[src/include/charger_regs_pkg.sv]
// Register map, field layout, reset values and carrier types for the charger boost and status slice.
package charger_regs_pkg;

    // Register addresses on the serial register port.
    localparam logic [7:0] ADDR_BOOST_CTRL = 8'h1e;
    localparam logic [7:0] ADDR_USB_DET = 8'h1f;
    localparam logic [7:0] ADDR_LOOP_MON = 8'h20;
    localparam logic [7:0] ADDR_PATH_MON = 8'h21;

    // Boost converter control fields.
    localparam int BOOST_CONNECT_BIT = 6;
    localparam int BOOST_ENABLE_BIT = 5;
    localparam int BOOST_FIXED_BIT = 4;
    localparam int BOOST_CODE_MSB = 3;
    localparam logic [7:0] RESET_BOOST_CTRL = 8'h12;
    localparam logic [3:0] RESET_BOOST_CODE = 4'h2;

    // Detection and timer control fields.
    localparam int FORCE_DET_BIT = 7;
    localparam int TIMER_RESTART_BIT = 0;
    localparam logic [7:0] RESET_USB_DET = 8'h00;

    // Charge loop monitor fields.
    localparam int MON_ITERM_BIT = 7;
    localparam int MON_VBATMIN_BIT = 6;
    localparam int MON_LOWV_BIT = 5;
    localparam int MON_SHORT_BIT = 4;
    localparam int MON_FLOAT_BIT = 3;
    localparam int MON_INPUT_LOOP_BIT = 2;
    localparam int MON_CHARGE_LOOP_BIT = 1;
    localparam int MON_CV_BIT = 0;
    localparam logic [7:0] RESET_LOOP_MON = 8'h86;

    // Power path monitor fields.
    localparam int PATH_FIXED_BIT = 7;
    localparam int PATH_MID_BIT = 6;

    // Boost voltage scale: base in millivolts, step of 80/3 mV per code.
    localparam logic [12:0] BOOST_BASE_MV = 13'h1353;
    localparam logic [11:0] BOOST_STEP_NUM = 12'h050;
    localparam logic [11:0] BOOST_STEP_DEN = 12'h003;
    localparam logic [12:0] RESET_BOOST_TARGET_MV = 13'h1388;

    localparam logic [7:0] READ_UNMAPPED = 8'h00;

    typedef enum logic [1:0] {
        MODE_FAST,
        MODE_PRE,
        MODE_BOOST,
        MODE_HZ
    } charge_mode_t;

    typedef struct packed {
        logic wr;
        logic rd;
        logic [7:0] addr;
        logic [7:0] wdata;
    } reg_req_t;

    typedef struct packed {
        logic ibat_above_iterm;
        logic supply_present;
        logic vbat_above_min;
        logic vbat_above_lowv;
        logic vsys_above_batmin;
        logic vbat_above_boost_lv;
        logic vbat_above_short;
        logic vsys_above_boost_uvlo;
        logic vbat_at_float;
        logic termination_enable;
        logic input_loop_limiting;
        logic charge_loop_limiting;
        logic voltage_loop_active;
        logic mid_rail_above_battery;
    } analog_status_t;

    typedef struct packed {
        logic output_path_connect;
        logic boost_enable;
        logic [3:0] boost_voltage_code;
    } boost_ctrl_t;

endpackage

[src/hdl/boost_ctrl_reg.sv]
// Boost converter control register with fault and enable driven clearing.
`timescale 1ns/1ns
module boost_ctrl_reg
    import charger_regs_pkg::*;
(
    // Clock and reset.
    input wire logic ref_clk_in,
    input wire logic resetn_in,
    // Register write and fault.
    input wire logic wr_en_in,
    input wire logic [7:0] wdata_in,
    input wire logic boost_fault_in,
    // Register contents.
    output boost_ctrl_t ctrl_out,
    output logic [7:0] rdata_out
);

    boost_ctrl_t state_q;
    boost_ctrl_t state_d;

    always_comb begin
        state_d = state_q;
        if (wr_en_in) begin
            state_d.output_path_connect = wdata_in[BOOST_CONNECT_BIT];
            state_d.boost_enable = wdata_in[BOOST_ENABLE_BIT]; // [RULE3]
            state_d.boost_voltage_code = wdata_in[BOOST_CODE_MSB:0]; // [RULE4]
        end
        // A fault while boost is enabled outranks a host write so boost cannot be re-armed in the fault cycle.
        if (boost_fault_in && state_q.boost_enable) begin
            state_d.boost_enable = 1'b0; // [RULE17]
        end
        if (!state_d.boost_enable) begin
            state_d.output_path_connect = 1'b0; // [RULE2]
        end
    end

    always_ff @(posedge ref_clk_in or negedge resetn_in) begin
        if (!resetn_in) begin
            state_q.output_path_connect <= RESET_BOOST_CTRL[BOOST_CONNECT_BIT];
            state_q.boost_enable <= RESET_BOOST_CTRL[BOOST_ENABLE_BIT]; // [RULE3]
            state_q.boost_voltage_code <= RESET_BOOST_CODE; // [RULE4]
        end else begin
            state_q <= state_d;
        end
    end

    assign ctrl_out = state_q;

    always_comb begin
        rdata_out = 8'h00;
        rdata_out[BOOST_CONNECT_BIT] = state_q.output_path_connect;
        rdata_out[BOOST_ENABLE_BIT] = state_q.boost_enable;
        rdata_out[BOOST_FIXED_BIT] = RESET_BOOST_CTRL[BOOST_FIXED_BIT];
        rdata_out[BOOST_CODE_MSB:0] = state_q.boost_voltage_code;
    end

endmodule

[src/hdl/status_flag_encoder.sv]
// Encodes live comparator and loop flags into the two monitor bytes.
`timescale 1ns/1ns
module status_flag_encoder
    import charger_regs_pkg::*;
(
    // Live analog state.
    input analog_status_t status_in,
    input charge_mode_t mode_in,
    // Monitor bytes.
    output logic [7:0] loop_mon_out,
    output logic [7:0] path_mon_out
);

    always_comb begin
        loop_mon_out = 8'h00;
        loop_mon_out[MON_ITERM_BIT] = status_in.ibat_above_iterm
            || !status_in.supply_present; // [RULE9]
        loop_mon_out[MON_VBATMIN_BIT] = status_in.vbat_above_min; // [RULE10]
        case (mode_in)
            MODE_FAST: begin
                loop_mon_out[MON_LOWV_BIT] = status_in.vbat_above_lowv; // [RULE11]
                loop_mon_out[MON_SHORT_BIT] = status_in.vbat_above_short; // [RULE12]
            end
            MODE_PRE: begin
                loop_mon_out[MON_LOWV_BIT] = status_in.vsys_above_batmin; // [RULE11]
                loop_mon_out[MON_SHORT_BIT] = status_in.vbat_above_short; // [RULE12]
            end
            MODE_BOOST: begin
                loop_mon_out[MON_LOWV_BIT] = status_in.vbat_above_boost_lv; // [RULE11]
                loop_mon_out[MON_SHORT_BIT] = status_in.vsys_above_boost_uvlo; // [RULE12]
            end
            MODE_HZ: begin
                loop_mon_out[MON_LOWV_BIT] = 1'b0;
                loop_mon_out[MON_SHORT_BIT] = status_in.vbat_above_short; // [RULE12]
            end
            default: begin
                loop_mon_out[MON_LOWV_BIT] = 1'b0;
                loop_mon_out[MON_SHORT_BIT] = 1'b0;
            end
        endcase
        loop_mon_out[MON_FLOAT_BIT] = status_in.vbat_at_float
            && !status_in.termination_enable; // [RULE13]
        loop_mon_out[MON_INPUT_LOOP_BIT] = !status_in.input_loop_limiting; // [RULE14]
        loop_mon_out[MON_CHARGE_LOOP_BIT] = !status_in.charge_loop_limiting; // [RULE14]
        loop_mon_out[MON_CV_BIT] = status_in.voltage_loop_active
            && !status_in.input_loop_limiting
            && !status_in.charge_loop_limiting; // [RULE15]
        path_mon_out = 8'h00;
        path_mon_out[PATH_FIXED_BIT] = 1'b1;
        path_mon_out[PATH_MID_BIT] = status_in.mid_rail_above_battery; // [RULE16]
    end

endmodule

[src/hdl/charger_boost_status_regs.sv]
// Boost control, detection and timer strobes, and monitor read-back on the serial register port.
`timescale 1ns/1ns

// Summary of operation
// [RULE1] With connect and boost enable set, the mid rail is linked to the USB supply.
// [RULE2] The connect bit clears itself whenever boost enable is zero.
// [RULE3] Bit 5 picks charge (0) or boost (1) operation; resets to zero.
// [RULE4] Four-bit code maps 4.947 V to 5.347 V linearly; resets to 5.000 V.
// [RULE5] Writing one to bit 7 of the detection register starts charger detection.
// [RULE6] Writing one to the restart bit resets the safety timer while it governs charging.
// [RULE7] The restart bit always reads back as zero.
// [RULE8] Host writes the restart bit right after changing the pre-charge timer setting.
// [RULE9] Termination flag reads one above termination current or with no supply.
// [RULE10] Battery minimum flag is one when battery is above the minimum threshold.
// [RULE11] Low-voltage flag compares different rails in fast charge, pre-charge and boost.
// [RULE12] Short flag checks battery in charge and high impedance, system rail in boost.
// [RULE13] Over-float flag reads one at float voltage with termination disabled.
// [RULE14] Input and charge loop flags read zero while that loop limits current.
// [RULE15] Voltage loop flag reads one when it rules and current loops released.
// [RULE16] Mid rail above battery flag is bit 6 of the power path monitor.
// [RULE17] A boost fault clears boost enable, returning to charge mode.
// [RULE18] Monitor registers ignore writes and return live state sampled at the read.
module charger_boost_status_regs
    import charger_regs_pkg::*;
(
    // Clock and reset.
    input wire logic ref_clk_in,
    input wire logic resetn_in,
    // Serial register port from the byte engine.
    input reg_req_t req_in,
    output logic [7:0] rdata_out,
    output logic rd_ack_out,
    // Live comparator, loop and mode state.
    input analog_status_t status_in,
    input charge_mode_t mode_in,
    input wire logic boost_fault_in,
    input wire logic safety_timer_active_in,
    // Controls to the power stage and charger sequencer.
    output logic boost_enable_out,
    output logic mid_rail_link_out,
    output logic [3:0] boost_voltage_code_out,
    output logic [12:0] boost_target_mv_out,
    output logic force_charger_detection_out,
    output logic detection_start_out,
    output logic safety_timer_restart_out
);

    typedef struct packed {
        logic [7:0] rdata;
        logic rd_ack;
        logic force_det;
        logic det_start;
        logic timer_restart;
        logic link;
        logic boost_en;
        logic [3:0] code;
        logic [12:0] target_mv;
    } top_state_t;

    top_state_t state_q;
    top_state_t state_d;

    boost_ctrl_t boost_ctrl;
    logic [7:0] boost_rdata;
    logic [7:0] loop_mon;
    logic [7:0] path_mon;
    logic boost_wr;
    logic det_wr;
    logic [11:0] step_scaled;
    logic [11:0] step_mv;

    function automatic logic addr_hit(input reg_req_t req, input logic [7:0] target);
        addr_hit = (req.addr == target);
    endfunction

    assign boost_wr = req_in.wr && addr_hit(req_in, ADDR_BOOST_CTRL);
    assign det_wr = req_in.wr && addr_hit(req_in, ADDR_USB_DET);

    boost_ctrl_reg u_boost_ctrl (
        .ref_clk_in(ref_clk_in),
        .resetn_in(resetn_in),
        .wr_en_in(boost_wr),
        .wdata_in(req_in.wdata),
        .boost_fault_in(boost_fault_in),
        .ctrl_out(boost_ctrl),
        .rdata_out(boost_rdata)
    );

    status_flag_encoder u_flags (
        .status_in(status_in),
        .mode_in(mode_in),
        .loop_mon_out(loop_mon),
        .path_mon_out(path_mon)
    );

    // Floor of code times 80/3 reproduces every step of the voltage table exactly.
    assign step_scaled = {8'h00, boost_ctrl.boost_voltage_code} * BOOST_STEP_NUM;
    assign step_mv = step_scaled / BOOST_STEP_DEN;

    always_comb begin
        state_d = state_q;
        state_d.rd_ack = 1'b0;
        state_d.det_start = 1'b0;
        state_d.timer_restart = 1'b0;

        if (det_wr) begin
            state_d.force_det = req_in.wdata[FORCE_DET_BIT];
            state_d.det_start = req_in.wdata[FORCE_DET_BIT]; // [RULE5]
            // Restart is only meaningful while the safety timer governs charging.
            state_d.timer_restart = req_in.wdata[TIMER_RESTART_BIT]
                && safety_timer_active_in; // [RULE6]
        end

        // Writes to the monitor addresses fall through with no effect.
        if (req_in.rd) begin
            state_d.rd_ack = 1'b1;
            case (req_in.addr)
                ADDR_BOOST_CTRL: begin
                    state_d.rdata = boost_rdata;
                end
                ADDR_USB_DET: begin
                    state_d.rdata = 8'h00; // [RULE7]
                    state_d.rdata[FORCE_DET_BIT] = state_q.force_det;
                end
                ADDR_LOOP_MON: begin
                    state_d.rdata = loop_mon; // [RULE18]
                end
                ADDR_PATH_MON: begin
                    state_d.rdata = path_mon; // [RULE18]
                end
                default: begin
                    state_d.rdata = READ_UNMAPPED;
                end
            endcase
        end

        state_d.boost_en = boost_ctrl.boost_enable;
        state_d.link = boost_ctrl.output_path_connect && boost_ctrl.boost_enable; // [RULE1]
        state_d.code = boost_ctrl.boost_voltage_code;
        state_d.target_mv = BOOST_BASE_MV + {1'b0, step_mv}; // [RULE4]
    end

    always_ff @(posedge ref_clk_in or negedge resetn_in) begin
        if (!resetn_in) begin
            state_q.rdata <= 8'h00;
            state_q.rd_ack <= 1'b0;
            state_q.force_det <= RESET_USB_DET[FORCE_DET_BIT];
            state_q.det_start <= 1'b0;
            state_q.timer_restart <= 1'b0;
            state_q.link <= 1'b0;
            state_q.boost_en <= RESET_BOOST_CTRL[BOOST_ENABLE_BIT];
            state_q.code <= RESET_BOOST_CODE;
            state_q.target_mv <= RESET_BOOST_TARGET_MV; // [RULE4]
        end else begin
            state_q <= state_d;
        end
    end

    assign rdata_out = state_q.rdata;
    assign rd_ack_out = state_q.rd_ack;
    assign boost_enable_out = state_q.boost_en;
    assign mid_rail_link_out = state_q.link;
    assign boost_voltage_code_out = state_q.code;
    assign boost_target_mv_out = state_q.target_mv;
    assign force_charger_detection_out = state_q.force_det;
    assign detection_start_out = state_q.det_start;
    assign safety_timer_restart_out = state_q.timer_restart;

endmodule

[config.mk]
export PLATFORM = sky130hd
export DESIGN_NAME = charger_boost_status_regs
export DESIGN_NICKNAME = d
export VERILOG_FILES = /design/src/include/charger_regs_pkg.sv /design/src/hdl/boost_ctrl_reg.sv /design/src/hdl/status_flag_encoder.sv /design/src/hdl/charger_boost_status_regs.sv
export SDC_FILE = /design/constraint.sdc
export NUM_CORES = 1
export LEC_CHECK = 0
export ABC_AREA = 1
export BUFFER_PORTS_ARGS = -buffer_cell sky130_fd_sc_hd__buf_4
export CAP_MARGIN = 20
export CORE_ASPECT_RATIO = 1.25
export CORE_MARGIN = 2
export CORE_UTILIZATION = 52
export DETAILED_ROUTE_END_ITERATION = 6
export GPL_ROUTABILITY_DRIVEN = 0
export GPL_TIMING_DRIVEN = 0
export HOLD_SLACK_MARGIN = 0.15
export PLACE_DENSITY = 0.8
export SYNTH_ARGS = -nofsm -noshare
export SYNTH_HDL_FRONTEND = slang
export SYNTH_SLANG_ARGS = --single-unit
[constraint.sdc]
create_clock -name ref_clk_in -period 6.8 [get_ports ref_clk_in]
set_input_delay 1.02 -clock ref_clk_in [delete_from_list [all_inputs] [get_ports ref_clk_in]]
set_output_delay 1.02 -clock ref_clk_in [all_outputs]
set_load 0.005 [all_outputs]
==> flow_summary.yaml <==
pwr:
  power_density_nw_per_um2: 434
  ir_worst_vdd_mv: 0.435
  cellLeakagePower_uw: 0.00167
global_route:
  grt_pass1_wl_mm: 8.91
  grt_pass1_vias: 2054
  grt_usage_pct: 22.3
  grt_max_degree: 36
  antenna_found_initial: 0
  overflow: 0
drt:
  drt_first_iter_violations: 129
  antenna_left: 0
  vias: 2174
  routed_wl_mm: 5.29
  drtPass1Iterations: 4
  drc: 0
  vias_per_cell: 5.00
  wl_per_cell_um: 12.2
cells_and_area:
  final_util_pct: 69.3
  layout_commonest_cell: "nand2_1"
  drive_above_1_share_pct: 33.7
  syn_to_final_growth_pct: 28.6
  nNetsFinal: 423
  fillers: 392
  antennaDiodeCount: 0
  final_cell_mix: "nand2_1 (72), buf_4 (67), inv_1 (48)"
synth:
  syn_area_sq_um: 2370
  synth.yosys.seq_area_share_pct: 37.3
  yosys.cell_types.count: 39
  syn_nets: 351
  synth.avg_cell_area_sq_um: 7.79
  synth_xor_area_share_pct: 1.85
  synth_seq_cells: 35
  synth_top_family_by_area: "simple AND/OR/NAND/NOR gates"
  synth_warnings: 0
  synth_compound_area_share_pct: 10.4
  syn-instance-count: 304
  synthAdderAreaFrac_pct: 4.76
  synthSimpleGateAreaFrac_pct: 36.4
  synthMuxAreaShare_pct: 0
timing:
  fin_crit_sh_pct: 89.3
  slew_viol_final: 0
  max_slew.worst_pin.slew_ns: 0.777
  hold_violations: 0
  max_slew_margin_pct: 47.7
  period_minus_slack_ns: 6.07
  setup_viol: 0
  max_freq_ghz: 0.165
  fin_skew_ns: 0.00293
  rsz0062_at_grt: "no"
  tns_ns: 0
clocking:
  post_cts_buffers: 0
  cts.clk_slew.worst_paths_ns: 0.07
  clock-sinks: 35
  htreeDepth: 2
  cts_hold_buffers: 0
  cts_tree: "yes"
  cts.path.max_buffers: 2
  cts_made_buffers: 5
  cts-root-buf: "clkbuf_8"
  cts_resized: 0
  insertion_delay_ns: 0.29
hold_path:
  hold_start: "u_boost_ctrl.ctrl_out[1]"
  hold_end: "boost_voltage_code_out[1]"
  holdCritPathClass: "reg -> reg"
  holdPathStages: 0
die:
  fp.dieW_um: 64.4
  coreArea_sq_um: 4390
  die_area_sq_um: 5110
  rows: 27
  start_util_pct: 53.9
  io_pins: 69
  fp.dieH_um: 79.4
setup_path:
  slowest_stage: "dfstp_2"
  crit_path_start_kind: "flop"
  ff2ff_path_depth: 45
  required_ns: 7.03
  cp_common_cell: "nand2_1"
  arrival_ns: 6.31
  r2r_slack_ns: 0.73
  r2r_end: "boost_target_mv_out[8]"
  worst-setup-path-type: "reg -> reg"
  reg2reg_from: "u_boost_ctrl.ctrl_out[1]"
  crit_path_max_fanout: 9
  cp-end-kind: "flop"
  max_stage_delay_ns: 0.62
run_status:
  run_status: "finished, final reports clean"
placement:
  port_buffers: 65
  dpl.hpwl_mm: 4.20
flow_run:
  drv_cap: 0
[sequential cells by signal (all words and copies together), names as in the netlist, 4 cells and up]
name / cells
boost_target_mv_out: 11
boost_voltage_code_out: 4
rdata_out: 8
u_boost_ctrl.ctrl_out: 6
[Yosys cell counts]
master,instances,area share (%)
a22oi_1,1,0.32
a31oi_1,1,0.26
o21ai_2,3,1.1
nor2_4,1,0.48
xor2_1,5,1.8
nor4_1,3,0.79
ha_1,9,4.8
a21o_1,1,0.32
a21oi_2,1,0.37
nand2_4,6,2.9
inv_1,48,7.6
buf_4,2,0.63
o21ai_0,11,2.3
dfrtp_1,29,31
nand4_1,3,0.79
a21oi_1,6,1.3
nand3_4,3,2.2
nand2_1,72,11
conb_1,2,0.32
nor3_2,1,0.42
nand3_2,7,3.0
o2bb2ai_1,1,0.37
nor2_1,27,4.3
o21ai_1,4,0.85
a21boi_0,1,0.32
o31ai_1,1,0.32
o2111ai_4,1,1.1
nand2_2,15,4.0
nor3_1,4,0.85
nor2_2,1,0.26
o22ai_1,1,0.26
clkinv_1,1,0.16
a31o_2,1,0.37
nand3_1,17,3.6
dfstp_2,6,6.7
nor2_8,1,0.85
nand3b_1,2,0.63
o21bai_4,1,0.79
inv_2,4,0.63
[layout make-up]
class	count	area, sq um	share of cell area, %
well taps	58	72.6	2.38
clock buffers	6	82.6	2.71
repair buffers	65	488	16.0
clock inverters	2	35.0	1.15
plain buffers	2	15.0	0.493
flip-flops and latches	35	883	29.0
inverters	53	199	6.53
multi-input cells	214	1270	41.7
[per-layer routing]
metal	track usage (%)	wire (um)	part of all wire, %	vias up
li1	-	-	-	1103
met1	24.0	2040	39	1001
met2	43.4	2900	55	64
met3	4.37	292	5.5	6
met4	6.38	62	1.2	0
met5	0	0	0	-
[logic make-up after synthesis]
logic type / after synthesis
adder cells (fa/ha/maj): 9
AND/OR/NAND/NOR: 163
XOR/XNOR: 5
AO/OA/AOI/OAI: 35
other: 2
buffers and inverters: 55
flip-flops: 35
[through the flow]
stage | worst slack (ns) | total power [uW] | instance area [sq um] | instances | hold WS (ns)
detailed placement | 0.758 | 1130 | 2930 | 427 | 0.420
finish | 0.725 | 1320 | 3050 | 435 | 0.430
CTS | 0.691 | 1330 | 3050 | 435 | 0.430
global route | 0.0752 | 1460 | 3050 | 435 | 0.438
global placement | 0.868 | 1110 | 2930 | 427 | 0.421
floorplan | 1.37 | 956 | 2370 | 304 | 0.396
[critical path, delay by kind of cell, from the launching register on]
kind                       cells  cell delay (ns)
buffers and inverters          8             0.55
AOI/OAI and AO/OA              4             0.64
DFF                            1             0.62
adders and majority gates      7             1.78
and+or+nand+nor               26             2.39
[worst max-delay path by stage]
| stage | from | endpoint | slack, ns | cells past startpoint |
|---|---|---|---|---|
| 3_3_place_gp | u_boost_ctrl.ctrl_out[1] | boost_target_mv_out[8] | 0.87 | 45 |
| 4_1_cts | u_boost_ctrl.ctrl_out[1] | boost_target_mv_out[8] | 0.69 | 45 |
| 2_1_floorplan | u_boost_ctrl.ctrl_out[1] | boost_target_mv_out[6] | 1.37 | 45 |
| 5_1_grt | u_boost_ctrl.ctrl_out[1] | boost_target_mv_out[8] | 0.08 | 43 |
| 6_report | u_boost_ctrl.ctrl_out[1] | boost_target_mv_out[8] | 0.73 | 45 |
| 3_5_place_dp | u_boost_ctrl.ctrl_out[1] | boost_target_mv_out[8] | 0.76 | 45 |
[power breakdown]
part	leakage, uW	switching, uW	internal [uW]
combinational	0.00118	542	323
sequential	0.000431	12.2	251
clock	0.0000612	75.0	119
(Power assumes the default switching activity.)
